[src/logic/cs1_pkg.sv]
// Constants for the contactless status-one register bank.
// Assumes an APB slave with 32-bit data, one word per register.
package cs1_pkg;
  localparam logic [7:0] ADDR_STATUS = 8'h00;
  localparam logic [7:0] ADDR_COMM_EN = 8'h04;
  localparam logic [7:0] ADDR_MISC_EN = 8'h08;
  localparam logic [7:0] ADDR_CPU_EN = 8'h0c;
  localparam logic [7:0] ADDR_THRESHOLD = 8'h10;
  localparam logic [7:0] ADDR_IRQ_STATUS = 8'h14;
  localparam logic [7:0] ADDR_IRQ_CLEAR = 8'h18;
  localparam logic [7:0] ADDR_IRQ_ENABLE = 8'h1c;
  localparam int BIT_GRP_ONE = 7;
  localparam int BIT_CRC_GOOD = 6;
  localparam int BIT_CRC_DONE = 5;
  localparam int BIT_GRP_ZERO = 4;
  localparam int BIT_TIMER = 3;
  localparam int BIT_FIELD = 2;
  localparam int BIT_NEAR_FULL = 1;
  localparam int BIT_NEAR_EMPTY = 0;
  localparam int CPU_EN_GRP_ONE = 2;
  localparam int CPU_EN_GRP_ZERO = 3;
  localparam int EV_GRP_ONE = 0;
  localparam int EV_GRP_ZERO = 1;
  localparam int EV_CRC_DONE = 2;
  localparam int EV_FIELD_ON = 3;
  localparam int EV_FIELD_OFF = 4;
  localparam int EV_W = 5;
  localparam int FIFO_DEPTH = 64;
  localparam int FILL_W = 7;
  localparam int THR_W = 6;
  localparam logic [7:0] STATUS_RESET = 8'h21;
  localparam logic [7:0] CPU_EN_RESET = 8'h00;
  localparam logic [5:0] THR_RESET = 6'h08;
endpackage : cs1_pkg

[src/logic/cs1_sync3.sv]
// Three-stage synchroniser for one pin level.
// Assumes the pin is asynchronous to pclk.
`timescale 1ns/1ps
`default_nettype none
module cs1_sync3 (
  input wire logic pclk,
  input wire logic presetn,
  input wire logic pin,
  output logic level
);
  typedef struct packed {
    logic s1;
    logic s2;
    logic s3;
    logic q;
  } cs1_sync_t;
  cs1_sync_t s;
  cs1_sync_t next_s;
  always_comb begin
    next_s = s;
    next_s.s1 = pin;
    next_s.s2 = s.s1;
    next_s.s3 = s.s2;
    // A change counts once the second and third stages agree.
    if (s.s2 == s.s3) begin
      next_s.q = s.s3;
    end
  end
  always_ff @(posedge pclk or negedge presetn) begin
    if (!presetn) begin
      s <= '0;
    end else begin
      s <= next_s;
    end
  end
  assign level = s.q;
endmodule : cs1_sync3
`default_nettype wire

[src/logic/cs1_attn.sv]
// Attention summary for one interrupt group.
// Assumes pending and enable flags come from logic on the same clock.
`timescale 1ns/1ps
`default_nettype none
module cs1_attn #(
  parameter logic [7:0] COMM_MASK = 8'hff,
  parameter logic [7:0] MISC_MASK = 8'hff
) (
  input wire logic [7:0] comm_pending,
  input wire logic [7:0] comm_enable,
  input wire logic [7:0] misc_pending,
  input wire logic [7:0] misc_enable,
  output logic summary
);
  // Any member source that is both pending and enabled asks for attention.
  assign summary = |(comm_pending & comm_enable & COMM_MASK) | |(misc_pending & misc_enable & MISC_MASK);
endmodule : cs1_attn
`default_nettype wire

[src/logic/cs1_status.sv]
// Status-one register bank with APB slave, enables and interrupt status.
// Assumes one clock, pclk, and a field detector pin from outside the domain.
`timescale 1ns/1ps
`default_nettype none
module cs1_status #(
  parameter logic [7:0] GRP_ONE_COMM_MASK = 8'h0f,
  parameter logic [7:0] GRP_ONE_MISC_MASK = 8'h0f,
  parameter logic [7:0] GRP_ZERO_COMM_MASK = 8'hf0,
  parameter logic [7:0] GRP_ZERO_MISC_MASK = 8'hf0,
  parameter int FIFO_DEPTH = cs1_pkg::FIFO_DEPTH
) (
  input wire logic pclk,
  input wire logic presetn,
  input wire logic psel,
  input wire logic penable,
  input wire logic pwrite,
  input wire logic [7:0] paddr,
  input wire logic [31:0] pwdata,
  input wire logic [3:0] pstrb,
  output logic [31:0] prdata,
  output logic pready,
  output logic pslverr,
  input wire logic [7:0] comm_irq_pending,
  input wire logic [7:0] misc_irq_pending,
  input wire logic crc_busy,
  input wire logic crc_finish,
  input wire logic crc_standalone,
  input wire logic crc_result_zero,
  input wire logic timer_enable,
  input wire logic timer_gate,
  input wire logic field_pin,
  input wire logic [6:0] fifo_fill_count,
  output logic cpu_irq_group_one,
  output logic cpu_irq_group_zero,
  output logic irq
);
  generate
    if (FIFO_DEPTH < 2 || FIFO_DEPTH > 64) begin : g_bad_depth
      $error("FIFO_DEPTH must lie between 2 and 64.");
    end
  endgenerate

  localparam logic [7:0] DEPTH8 = 8'(FIFO_DEPTH);

  typedef struct packed {
    logic [7:0] comm_en;
    logic [7:0] misc_en;
    logic [7:0] cpu_en;
    logic [5:0] thr;
    logic [4:0] irq_sts;
    logic [4:0] irq_en;
    logic crc_good;
    logic crc_done;
    logic one_d;
    logic zero_d;
    logic field_d;
    logic up;
    logic [7:0] status;
    logic [31:0] prdata;
    logic pready;
    logic pslverr;
    logic irq;
    logic cpu_one;
    logic cpu_zero;
  } cs1_state_t;

  cs1_state_t s;
  cs1_state_t next_s;

  logic one_sum;
  logic zero_sum;
  logic field_q;
  logic near_full;
  logic near_empty;
  logic setup;
  logic wr;
  logic [7:0] live;
  logic [4:0] events;
  logic [7:0] wbyte;

  cs1_attn #(
    .COMM_MASK(GRP_ONE_COMM_MASK),
    .MISC_MASK(GRP_ONE_MISC_MASK)
  ) u_attn_one (
    .comm_pending(comm_irq_pending),
    .comm_enable(s.comm_en),
    .misc_pending(misc_irq_pending),
    .misc_enable(s.misc_en),
    .summary(one_sum)
  );

  cs1_attn #(
    .COMM_MASK(GRP_ZERO_COMM_MASK),
    .MISC_MASK(GRP_ZERO_MISC_MASK)
  ) u_attn_zero (
    .comm_pending(comm_irq_pending),
    .comm_enable(s.comm_en),
    .misc_pending(misc_irq_pending),
    .misc_enable(s.misc_en),
    .summary(zero_sum)
  );

  cs1_sync3 u_field_sync (
    .pclk(pclk),
    .presetn(presetn),
    .pin(field_pin),
    .level(field_q)
  );

  // Fill plus threshold reaching the depth is the same as depth minus fill at most threshold.
  assign near_full = ({1'b0, fifo_fill_count} + {2'b00, s.thr}) >= DEPTH8;
  assign near_empty = {1'b0, fifo_fill_count} <= {2'b00, s.thr};

  assign setup = psel && !penable;
  assign wr = psel && penable && pwrite && s.pready;
  assign wbyte = pstrb[0] ? pwdata[7:0] : 8'h00;

  always_comb begin
    live = 8'h00;
    live[cs1_pkg::BIT_GRP_ONE] = one_sum;
    live[cs1_pkg::BIT_CRC_GOOD] = s.crc_good;
    live[cs1_pkg::BIT_CRC_DONE] = s.crc_done;
    live[cs1_pkg::BIT_GRP_ZERO] = zero_sum;
    // The gate input is deliberately not looked at here.
    live[cs1_pkg::BIT_TIMER] = timer_enable;
    live[cs1_pkg::BIT_FIELD] = field_q;
    live[cs1_pkg::BIT_NEAR_FULL] = near_full;
    live[cs1_pkg::BIT_NEAR_EMPTY] = near_empty;
  end

  always_comb begin
    events = '0;
    events[cs1_pkg::EV_GRP_ONE] = one_sum && !s.one_d;
    events[cs1_pkg::EV_GRP_ZERO] = zero_sum && !s.zero_d;
    events[cs1_pkg::EV_CRC_DONE] = crc_finish && crc_standalone;
    events[cs1_pkg::EV_FIELD_ON] = field_q && !s.field_d;
    events[cs1_pkg::EV_FIELD_OFF] = !field_q && s.field_d;
  end

  always_comb begin
    next_s = s;
    next_s.up = 1'b1;
    next_s.one_d = one_sum;
    next_s.zero_d = zero_sum;
    next_s.field_d = field_q;
    next_s.status = live;
    // The result flag drops while calculating and shows a zero result at the end.
    if (crc_busy) begin
      next_s.crc_good = 1'b0;
    end else if (crc_finish) begin
      next_s.crc_good = crc_result_zero;
    end
    // Only a standalone compute command sets the done flag; only a new standalone calculation clears it.
    if (crc_finish && crc_standalone) begin
      next_s.crc_done = 1'b1;
    end else if (crc_busy && crc_standalone) begin
      next_s.crc_done = 1'b0;
    end
    next_s.cpu_one = one_sum && s.cpu_en[cs1_pkg::CPU_EN_GRP_ONE];
    next_s.cpu_zero = zero_sum && s.cpu_en[cs1_pkg::CPU_EN_GRP_ZERO];
    next_s.pready = setup;
    next_s.pslverr = 1'b0;
    if (setup) begin
      unique case (paddr)
        cs1_pkg::ADDR_STATUS: next_s.prdata = {24'h000000, s.status};
        cs1_pkg::ADDR_COMM_EN: next_s.prdata = {24'h000000, s.comm_en};
        cs1_pkg::ADDR_MISC_EN: next_s.prdata = {24'h000000, s.misc_en};
        cs1_pkg::ADDR_CPU_EN: next_s.prdata = {24'h000000, s.cpu_en};
        cs1_pkg::ADDR_THRESHOLD: next_s.prdata = {26'h0000000, s.thr};
        cs1_pkg::ADDR_IRQ_STATUS: next_s.prdata = {27'h0000000, s.irq_sts};
        cs1_pkg::ADDR_IRQ_CLEAR: next_s.prdata = 32'h00000000;
        cs1_pkg::ADDR_IRQ_ENABLE: next_s.prdata = {27'h0000000, s.irq_en};
        default: begin
          next_s.prdata = 32'h00000000;
          next_s.pslverr = 1'b1;
        end
      endcase
    end
    if (wr && pstrb[0]) begin
      unique case (paddr)
        cs1_pkg::ADDR_COMM_EN: next_s.comm_en = wbyte;
        cs1_pkg::ADDR_MISC_EN: next_s.misc_en = wbyte;
        cs1_pkg::ADDR_CPU_EN: next_s.cpu_en = wbyte;
        cs1_pkg::ADDR_THRESHOLD: next_s.thr = wbyte[5:0];
        cs1_pkg::ADDR_IRQ_CLEAR: next_s.irq_sts = s.irq_sts & ~wbyte[4:0];
        cs1_pkg::ADDR_IRQ_ENABLE: next_s.irq_en = wbyte[4:0];
        // Writes to the status word and read-only words are dropped.
        default: next_s.irq_sts = next_s.irq_sts;
      endcase
    end
    // A new event wins over a clear in the same cycle.
    next_s.irq_sts = next_s.irq_sts | events;
    next_s.irq = |(next_s.irq_sts & next_s.irq_en);
  end

  always_ff @(posedge pclk or negedge presetn) begin
    if (!presetn) begin
      s <= '0;
      s.status <= cs1_pkg::STATUS_RESET;
      s.cpu_en <= cs1_pkg::CPU_EN_RESET;
      s.thr <= cs1_pkg::THR_RESET;
      s.crc_done <= 1'b1;
    end else begin
      s <= next_s;
    end
  end

  assign prdata = s.prdata;
  assign pready = s.pready;
  assign pslverr = s.pslverr;
  assign irq = s.irq;
  assign cpu_irq_group_one = s.cpu_one;
  assign cpu_irq_group_zero = s.cpu_zero;
endmodule : cs1_status
`default_nettype wire

[config.mk]
export PLATFORM = sky130hd
export DESIGN_NAME = cs1_status
export DESIGN_NICKNAME = d
export VERILOG_FILES = /design/src/logic/cs1_pkg.sv /design/src/logic/cs1_sync3.sv /design/src/logic/cs1_attn.sv /design/src/logic/cs1_status.sv
export SDC_FILE = /design/constraint.sdc
export NUM_CORES = 1
export LEC_CHECK = 0
export BUFFER_PORTS_ARGS = -buffer_cell sky130_fd_sc_hd__buf_4
export CAP_MARGIN = 10
export CORE_MARGIN = 4
export CORE_UTILIZATION = 51
export CTS_CLUSTER_DIAMETER = 150
export DETAILED_ROUTE_END_ITERATION = 16
export PLACE_DENSITY = 0.8
export SYNTH_ARGS = -nofsm -noshare
export SYNTH_HDL_FRONTEND = slang
export SYNTH_SLANG_ARGS = --single-unit
export TNS_END_PERCENT = 10
[constraint.sdc]
create_clock -name pclk -period 2 [get_ports pclk]
set_input_delay 0.6 -clock pclk [delete_from_list [all_inputs] [get_ports pclk]]
set_output_delay 0.6 -clock pclk [all_outputs]
set_load 0.01 [all_outputs]
# ---- Word-level counts from Yosys, hierarchy flattened
# Index checks and enable logic that the tools add are counted.
dict set report op_classes {
  reduce_logical 31
  mux 11
  bitwise 8
  addsub 1
  n_eq_ne 8
  magnitude_cmp 2
}
# op n
set op_table {}
lappend op_table {{8-bit case mux with 7 select lines} 1}
lappend op_table {{8-bit by 5-bit equality test with 1-bit output (second input constant)} 4}
lappend op_table {{8-bit AND} 2}
lappend op_table {{8-bit by 4-bit equality test with 1-bit output (second input constant)} 2}
lappend op_table {{4-bit OR reduction} 4}
lappend op_table {{1-bit logical AND} 13}
lappend op_table {{5-bit AND} 2}
lappend op_table {{10-bit 2-to-1 mux} 1}
lappend op_table {{5-bit 2-to-1 mux} 2}
lappend op_table {{7-bit by 6-bit adder with 8-bit output} 1}
lappend op_table {{8-bit by 3-bit equality test with 1-bit output (second input constant)} 1}
lappend op_table {{8-bit by 7-bit greater-or-equal comparator with 1-bit output (second input constant)} 1}
lappend op_table {{8-bit logical NOT} 1}
lappend op_table {{8-bit 2-to-1 mux} 1}
lappend op_table {{2-bit AND reduction} 4}
lappend op_table {{8-bit OR reduction} 1}
lappend op_table {{7-bit by 6-bit <= comparator with 1-bit output} 1}
lappend op_table {{1-bit 2-to-1 mux} 6}
lappend op_table {{1-bit logical NOT} 5}
lappend op_table {{5-bit NOT} 1}
lappend op_table {{5-bit bitwise OR} 1}
lappend op_table {{5-bit OR reduction} 1}
lappend op_table {{2-bit nonzero test} 2}
lappend op_table {{1-bit bitwise OR} 2}
lappend op_table {{1-bit equality test} 1}
dict set report word_totals {
  inputBits 79
  out_inout_bits 37
  wordCells 83
  register_bits 94
}

# ---- Logic depth before layout (Yosys ltp)
# Gate-level depths: netlist of run 1.
dict set report depth {
  ltp_word 8
  depth_mapped 9
  ltp_nobuf 8
}

# ---- By module
# From an unflattened synthesis of run 1, not the netlist that was laid out.
dict set report hier_totals {
  cells_unflattened 346
  area_unflattened_um2 3450.8
}
# mod instances area_per_inst_um2 cells_each seq_area_each_um2
set by_module_without_submodules {}
lappend by_module_without_submodules {cs1_status 1 3266.9 331 1581.5}
lappend by_module_without_submodules {cs1_sync3 1 111.4 5 100.1}
lappend by_module_without_submodules {cs1_attn 2 36.3 5 0.0}

# ---- Least setup slack after synthesis of run 1
# OpenSTA, ideal clock, no wires.
dict set report synth_timing {
  path_kind {input -> register}
  start {input port paddr[5]}
  end {register s[87] (netlist bit)}
  setup_slack_ps -115
  t_arrival_ps 1995
  setup_time_ps 120
  n_path_buf 3
  stages 9
  required_time_ps 1880
  cell_sequence {or3_1 -> buf_2 -> or3_1 -> buf_2 -> inv_2 -> nand3_4 -> buf_6 -> nand2_1 -> o21ai_2}
}
dict set report synth_via {
  elab_chain_cells 2
}
# element line
set synth_lines {}
lappend synth_lines {{from (decl)} cs1_status.sv:17} ;# input wire logic [7:0] paddr,
lappend synth_lines {{8-bit by 3-bit equality test with 1-bit output} cs1_status.sv:180} ;# unique case (paddr)
lappend synth_lines {{2-bit AND reduction (no source line)} --}
lappend synth_lines {{to (signal assigned)} cs1_status.sv:204} ;# s <= next_s;
lappend synth_lines {{to (decl)} cs1_status.sv:67} ;# cs1_state_t s;
# Every way passes these cells.
# A chain may end at the register's enable or synchronous reset.

==> flow_metrics.env, run 1 <==
export IMPL_status="completed"
export IMPL_finalSetupViolCount=0
export IMPL_synthFlopType="dfrtp_1"
export IMPL_p_leak_nw=2.114
export IMPL_ys_types=56
export IMPL_ys_seq_area_frac=0.4752
export IMPL_grt_pass1_vias=2970
export IMPL_ys_warnings_count=0
export IMPL_initial_utilization=0.5237
export IMPL_gp_congestion=0.9202
export IMPL_ir_drop_mv=0.5754
export IMPL_synth_edff_count=0
export IMPL_power_density_nw_per_um2=615.7
export IMPL_crit_family="compound AO/OA/AOI/OAI gates"
export IMPL_crit_chain="buf_4, nor4b_4, nand4_1, o21ai_1, a22oi_1, a221o_1, a221o_1"
export IMPL_r2r_cells=6
export IMPL_fin_crit_sh=0.9953
export IMPL_critPathLaunchType="input pin"
export IMPL_layout_common_cells="106 x buf_4, 64 x nand2_1, 63 x dfrtp_1"
export IMPL_dr_total_vias=3071
export IMPL_whs_ps=181.5
export IMPL_vias_per_cell=5.729
export IMPL_critPathRequiredTime_ps=2220
export IMPL_path_buf_inv=1
export IMPL_coreArea_um2=6756
export IMPL_cts_max_level=3
export IMPL_syn_area_per_cell_um2=10.02
export IMPL_cp_slowest_cell="nor4b_4"
export IMPL_clk_pin_slew_worst_paths_ps=70
export IMPL_maxCapViolCount=0
export IMPL_crit_cells=7
export IMPL_clock_path_buffers=2
export IMPL_finish_net_count=543
export IMPL_cts_tree="yes"
export IMPL_crit_top_cell="a221o_1"
export IMPL_ant_nets=0
export IMPL_insertion_delay_ps=340
export IMPL_wirelength_um=9373
export IMPL_cts_sinks=67
export IMPL_finalHoldViolCount=0
export IMPL_area_growth_pct=25.85
export IMPL_fmax_ghz=0.5023
export IMPL_final_core_util=0.6591
export IMPL_cts_buffers=9
export IMPL_cts_root_buffer_cell="clkbuf_8"
export IMPL_die_x_um=91.30
export IMPL_drive_gt1_frac=0.3333
export IMPL_yosys_register_bits=67
export IMPL_drtPass1Iterations=7
export IMPL_rsz0062_at_grt="yes"
export IMPL_cts_hold_repair_buffers=0
export IMPL_grt_first_pass_wirelength_um=14720
export IMPL_path_max_fanout=3
export IMPL_syn_inst=353
export IMPL_final_common_cell="buf_4"
export IMPL_grt_max_degree=30
export IMPL_fin_skew_ps=8.016
export IMPL_dieArea_um2=8335
export IMPL_antenna_found_initial=0
export IMPL_drc=0
export IMPL_ios=116
export IMPL_async_flop_share=1.000
export IMPL_hold_path_class="in -> async"
export IMPL_grt_ovfl_total=0
export IMPL_synth_area_um2=3538
export IMPL_grt_usage=0.2267
export IMPL_rows=30
export IMPL_drv_slew=0
export IMPL_synth_top_area_share=0.4455
export IMPL_antenna_cells=0
export IMPL_end_kind="flop"
export IMPL_wl_per_cell_um=17.49
export IMPL_die_h_um=91.30
export IMPL_min_period_ps=1991
export IMPL_worstSetupPathType="in -> reg"
export IMPL_synthTopCellsByArea="dfrtp_1 45%, nand2_1 7.1%, buf_4 7.0%"
export IMPL_cp_slowest_stage_delay_ps=320
export IMPL_hpwl_um=6945
export IMPL_drt_iter0_markers=321
export IMPL_yosys_area_top_type="dfrtp_1"
export IMPL_crit_arrival_ps=2210
export IMPL_place_port_buffers=63
through the flow:
stage / TNS [ps] / instance area, µm² / power [mW] / worst slack [ps] / std cells
2_1_floorplan: -966.0 / 3651 / 1.572 / -115.1 / 376
3_3_place_gp: -4772 / 4146 / 1.704 / -338.1 / 509
3_5_place_dp: -5379 / 4146 / 1.713 / -393.9 / 509
4_1_cts: 0 / 4362 / 2.747 / 7.650 / 526
5_1_grt: -30.53 / 4453 / 2.851 / -30.53 / 536
6_report: 0 / 4453 / 2.742 / 9.307 / 536
registers in the layout, summed over array words and instances, names as in the netlist:
signal	cells
s	48
prdata	8
live	2
u_field_sync.next_s	2
cpu_irq_group_one	1
cpu_irq_group_zero	1
irq	1
pready	1
pslverr	1
u_field_sync.level	1
u_field_sync.s	1
per-layer routing:
layer,GRT usage,part of all wire,vias to the layer above
met1,0.2962,0.40,1483
met2,0.3654,0.47,171
li1,-,-,1386
met3,0.06877,0.096,31
met4,0.06533,0.025,0
met5,0,0,-
Yosys cell counts (all sizes together) (2+ instances only):
cell,instances
nand2,68
dfrtp,63
o21ai,49
buf,39
inv,15
ha,12
a22oi,11
nor2,11
mux2i,7
a21oi,6
a221oi,6
nor3,6
clkbuf,5
nand4,5
dfstp,4
and2,3
mux4,3
or3,3
a221o,2
a22o,2
a32o,2
nand2b,2
nand3,2
nor2b,2
nor3b,2
nor4,2
nor4b,2
o21a,2
o22ai,2
o2bb2ai,2
cell type report:
class | instances | area [µm²]
clock buffer | 15 | 176.4
clock inverter | 1 | 7.507
fill | 543 | 2303
inverter | 15 | 58.81
multi-input combinational | 251 | 1613
sequential | 67 | 1682
tap | 80 | 100.1
timing repair buffer | 107 | 815.8
worst paths after layout:
check | slack [ps] | from | end
max in group asynchronous | 1260 | presetn | s[69]
worst max register to register | 90 | pready | irq
worst min register to register | 360 | u_field_sync.next_s[2] | u_field_sync.next_s[1]
worst min-delay path | 180 | presetn | s[81]
worst max-delay path | 9 | paddr[5] | irq
min in group pclk | 360 | u_field_sync.next_s[2] | u_field_sync.next_s[1]
power by group:
group	switching [mW]	leakage, nW	internal [mW]
logic	0.167	1.14	0.138
clock network	0.482	0.0900	0.554
registers	0.0165	0.886	1.38
total	0.665	2.11	2.08
worst register-to-register path, delay by kind of cell (launching register included):
kind	cells	cell delay, ps
DFF	1	350
and+or+nand+nor	3	660
AOI/OAI and AO/OA	3	770
cells by family (layout without fill, tap and decap cells):
| logic type | Yosys count | after routing | synth area share |
|---|---|---|---|
| AND/OR/NAND/NOR | 114 | 115 | 0.1644 |
| AO/OA/AOI/OAI | 87 | 87 | 0.1574 |
| flip-flops | 67 | 67 | 0.4752 |
| buffers and inverters | 59 | 138 | 0.1089 |
| adder cells (fa/ha/maj) | 14 | 14 | 0.05092 |
| multiplexers | 11 | 11 | 0.04208 |
| other | 1 | 24 | 0.001060 |
repair_timing:
| action | CTS | global route |
|---|---|---|
| gates cloned | 0 | 1 |
| resized for setup | 4 | 5 |
| pin swaps | 3 | 4 |
| setup endpoints to repair | 1 | 5 |
| buffers inserted | 1 | 9 |
Note: power is estimated with default switching activity, not from simulation.
==> run 2: changes to the inputs <==
Clock period 2 ns to 2.2 ns, I/O delays scaled along.
==> flow_metrics.env, run 2 (synthesis gave the netlist of run 1 again) <==
export IMPL_power_density_nw_per_um2=563.2
export IMPL_layout_common_cells="93 x buf_4, 67 x nand2_1, 63 x dfrtp_1"
export IMPL_grt_pass1_vias=2907
export IMPL_r2r_cells=6
export IMPL_fin_crit_sh=0.9202
export IMPL_gp_congestion=0.8833
export IMPL_clock_path_buffers=2
export IMPL_drv_slew=0
export IMPL_fin_skew_ps=5.211
export IMPL_cts_root_buffer_cell="clkbuf_8"
export IMPL_maxCapViolCount=0
export IMPL_end_kind="flop"
export IMPL_ios=116
export IMPL_crit_arrival_ps=2260
export IMPL_post_cts_setup_buffers=0
export IMPL_cts_tree="yes"
export IMPL_antenna_cells=0
export IMPL_ant_nets=0
export IMPL_critPathRequiredTime_ps=2430
export IMPL_fmax_ghz=0.4940
export IMPL_top_register="s"
export IMPL_drive_gt1_frac=0.3093
export IMPL_place_port_buffers=63
export IMPL_hold_path_class="in -> async"
export IMPL_p_leak_nw=2.038
export IMPL_wirelength_um=8799
export IMPL_grt_max_degree=36
export IMPL_finish_net_count=530
export IMPL_largest_register_ffs=48
export IMPL_finalSetupViolCount=0
export IMPL_critPathLaunchType="input pin"
export IMPL_multiInputGateArea_um2=1558
export IMPL_dp_cells=507
export IMPL_drt_iter0_markers=212
export IMPL_cts_sinks=67
export IMPL_place_area_um2=4134
export IMPL_cts_max_level=3
export IMPL_finalNonFillerCells=523
export IMPL_drtPass1Iterations=5
export IMPL_rows=30
export IMPL_insertion_delay_ps=350
export IMPL_initial_utilization=0.5237
export IMPL_status="completed"
export IMPL_hpwl_um=7017
export IMPL_cts_buffers=9
export IMPL_wl_per_cell_um=16.82
export IMPL_vias_per_cell=5.491
export IMPL_finish_instance_area_um2=4302
export IMPL_worstSetupPathType="in -> reg"
export IMPL_r2r_setup_slack_ps=270
export IMPL_final_common_cell="buf_4"
export IMPL_dr_total_vias=2872
export IMPL_die_h_um=91.30
export IMPL_die_x_um=91.30
export IMPL_antenna_found_initial=0
export IMPL_path_max_fanout=7
export IMPL_area_growth_pct=21.57
export IMPL_cts_hold_repair_buffers=0
export IMPL_finalHoldViolCount=0
export IMPL_r2r_end="irq"
export IMPL_r2r_start="pready"
export IMPL_rsz0062_at_grt="no"
export IMPL_dieArea_um2=8335
export IMPL_ir_drop_mv=0.3989
export IMPL_grt_usage=0.2217
export IMPL_clk_pin_slew_worst_paths_ps=70
export IMPL_grt_first_pass_wirelength_um=14390
export IMPL_regArea_um2=1682
export IMPL_grt_ovfl_total=0
export IMPL_cts_resized=0
export IMPL_final_fill_count=542
export IMPL_min_period_ps=2024
export IMPL_coreArea_um2=6756
export IMPL_fin_total_pwr_mw=2.423
export IMPL_drc=0
==> run 2: cell types whose count changed in the layout (fill, tap and decap cells not counted), sizes merged <==
cell | previous run | this run
inv | 15 | 16
nand4 | 6 | 5
clkinvlp | 1 | 2
buf | 107 | 95
clkinv | 0 | 4
clkbuf | 15 | 9
==> run 2: metal layers <==
layer  up-vias  wire length, µm  GRT usage
met3        16              612    0.04971
met5         -                0          0
met2       107             4478     0.3722
met4         0              118    0.07663
met1      1394             3589     0.2827
li1       1355                -          -
==> run 2: worst max path at each step <==
| stage | to | start | slack (ps) | depth (start not counted) |
|---|---|---|---|---|
| final | irq | paddr[1] | 180 | 8 |
| after global routing | irq | paddr[2] | 20 | 8 |
| after CTS | irq | paddr[1] | 180 | 8 |
| after detailed placement | irq | paddr[1] | -170 | 8 |
| after global placement | irq | paddr[1] | -150 | 8 |
| after floorplan | s[87] | paddr[5] | 20 | 9 |
==> run 2: per-stage QoR <==
stage / setup TNS [ps] / worst slack [ps] / util / hold WS (ps)
global route: 0 / 24.47 / 0.6367 / 271.7
detailed placement: -1203 / -171.8 / 0.6119 / 334.7
finish: 0 / 175.6 / 0.6367 / 249.1
floorplan: 0 / 24.88 / - / 331.2
CTS: 0 / 184.7 / 0.6367 / 253.0
global placement: -880.8 / -146.5 / 0.6119 / 338.7
==> run 2: final cells by class <==
cell class                      instances  share of cell area
Sequential cell                        67              0.3909
Multi-Input combinational cell        250              0.3621
Timing Repair Buffer                   95              0.1716
Clock buffer                            9             0.02880
Tap cell                               80             0.02327
Inverter                               15             0.01309
Clock inverter                          7             0.01018
==> run 2: report_power, final <==
group          total, mW  switching, mW  internal, mW
clock network      0.885          0.482         0.403
logic              0.264          0.141         0.123
registers           1.27         0.0152          1.26
==> run 2: critical path: stages <==
cell and delay (ps):
buf_4 120, nor4bb_1 270, buf_4 160, nand4_2 180, nand2_1 130, o21ai_0 110, a221o_1 350, a221o_1 270
==> run 3: changes to the inputs <==
Settings changed: CAP_MARGIN 10 to not set, CELL_PAD_IN_SITES_DETAIL_PLACEMENT set to 1, CELL_PAD_IN_SITES_GLOBAL_PLACEMENT set to 1, CORE_UTILIZATION 51 to 38, PLACE_DENSITY 0.8 to not set, PLACE_DENSITY_LB_ADDON set to 0.1.
==> flow_metrics.env, run 3 (synthesis gave the netlist of run 1 again) <==
export IMPL_cts_buffers=9
export IMPL_cts_tree="yes"
export IMPL_r2r_end="irq"
export IMPL_slew_headroom=0.6584
export IMPL_drv_slew=0
export IMPL_largest_register_ffs=48
export IMPL_status="completed"
export IMPL_wl_per_cell_um=18.52
export IMPL_rows=34
export IMPL_crit_start="paddr[5]"
export IMPL_cp_slowest_stage_delay_ps=330
export IMPL_min_period_ps=2100
export IMPL_grt_usage=0.1951
export IMPL_maxCapViolCount=0
export IMPL_coreArea_um2=8891
export IMPL_hold_path_class="in -> async"
export IMPL_cts_max_level=3
export IMPL_fin_crit_sh=0.9545
export IMPL_fin_skew_ps=9.858
export IMPL_crit_arrival_ps=2340
export IMPL_cts_hold_repair_buffers=0
export IMPL_place_port_buffers=63
export IMPL_grt_ovfl_total=0
export IMPL_drive_gt1_frac=0.3132
export IMPL_antenna_found_initial=0
export IMPL_ir_drop_mv=0.4115
export IMPL_cp_slowest_cell="nor4b_4"
export IMPL_finalHoldViolCount=0
export IMPL_power_density_nw_per_um2=651.8
export IMPL_die_x_um=104.5
export IMPL_dr_total_vias=2883
export IMPL_end_kind="flop"
export IMPL_wirelength_um=10280
export IMPL_r2r_cells=6
export IMPL_setup_tns_ps=0
export IMPL_whs_ps=275.2
export IMPL_clk_pin_slew_worst_paths_ps=80
export IMPL_path_max_fanout=3
export IMPL_grt_pass1_vias=3078
export IMPL_ios=116
export IMPL_finalNonFillerCells=555
export IMPL_antenna_cells=0
export IMPL_fmax_ghz=0.4762
export IMPL_drc=0
export IMPL_insertion_delay_ps=350
export IMPL_grt_first_pass_wirelength_um=16530
export IMPL_layout_common_cells="97 x buf_4, 67 x nand2_1, 63 x dfrtp_1"
export IMPL_critPathRequiredTime_ps=2440
export IMPL_rsz0062_at_grt="no"
export IMPL_r2r_start="pready"
export IMPL_dieArea_um2=10920
export IMPL_top_register="s"
export IMPL_dp_cells=539
export IMPL_final_common_cell="buf_4"
export IMPL_cts_sinks=67
export IMPL_ant_nets=0
export IMPL_cts_resized=0
export IMPL_finish_net_count=534
export IMPL_vias_per_cell=5.195
export IMPL_p_leak_nw=2.106
export IMPL_drt_iter0_markers=113
export IMPL_gp_congestion=0.8093
export IMPL_r2r_setup_slack_ps=320
export IMPL_die_h_um=104.5
export IMPL_hpwl_um=8153
export IMPL_clock_path_buffers=2
export IMPL_grt_max_degree=39
export IMPL_finalSetupViolCount=0
export IMPL_initial_utilization=0.3980
export IMPL_post_cts_setup_buffers=0
export IMPL_drtPass1Iterations=4
export IMPL_crit_chain="buf_4, nor4b_4, nand4_1, o21ai_0, o21ai_0, a221o_1, a221o_1"
export IMPL_worst_pin_slew_ps=512.4
export IMPL_worstSetupPathType="in -> reg"
export IMPL_area_growth_pct=26.17
export IMPL_cts_root_buffer_cell="clkbuf_8"
export IMPL_critPathLaunchType="input pin"
-- run 3: power by group --
group | internal (mW) | total (mW) | switching, mW | leakage (nW)
logic | 0.124 | 0.271 | 0.147 | 1.09
registers | 1.26 | 1.27 | 0.0145 | 0.886
clock network | 0.874 | 1.37 | 0.493 | 0.131
total | 2.26 | 2.91 | 0.654 | 2.11
-- run 3: layer usage --
layer / part of all wire / wire length (µm) / track usage / vias up
li1: - / - / - / 1357
met1: 0.43 / 4432 / 0.2544 / 1441
met2: 0.50 / 5159 / 0.3275 / 76
met3: 0.059 / 603 / 0.05028 / 9
met4: 0.0082 / 84 / 0.03989 / 0
met5: 0 / 0 / 0 / -
-- run 3: through the flow --
step	worst slack (ps)	utilization	total power, mW	area [µm²]
5_1_grt	29.44	0.5021	3.021	4464
4_1_cts	136.9	0.5021	2.937	4464
3_3_place_gp	-235.9	0.4723	1.562	4199
6_report	100.2	0.5021	2.910	4464
3_5_place_dp	-249.5	0.4723	1.567	4199
2_1_floorplan	24.88	-	1.428	3625
-- run 3: final cells by class --
| cell class | instances | area, µm² |
|---|---|---|
| Fill cell | 1029 | 4427 |
| Sequential cell | 67 | 1682 |
| Multi-Input combinational cell | 250 | 1558 |
| Timing Repair Buffer | 99 | 768.2 |
| Clock inverter | 6 | 137.6 |
| Tap cell | 108 | 135.1 |
| Clock buffer | 10 | 127.6 |
| Inverter | 15 | 56.30 |
-- run 3: critical path, delay by kind of cell --
family / cells / cell delay [ps]
simple gates: 2 / 600
buf+inv: 1 / 130
compound gates: 4 / 960
-- run 3: how the worst max path moves through the flow --
| stage | slack [ps] | end | cells after the start |
|---|---|---|---|
| floorplan | 20 | s[87] | 9 |
| global placement | -240 | irq | 7 |
| detailed placement | -250 | irq | 7 |
| CTS | 140 | irq | 7 |
| global route | 30 | irq | 7 |
| finish | 100 | irq | 7 |
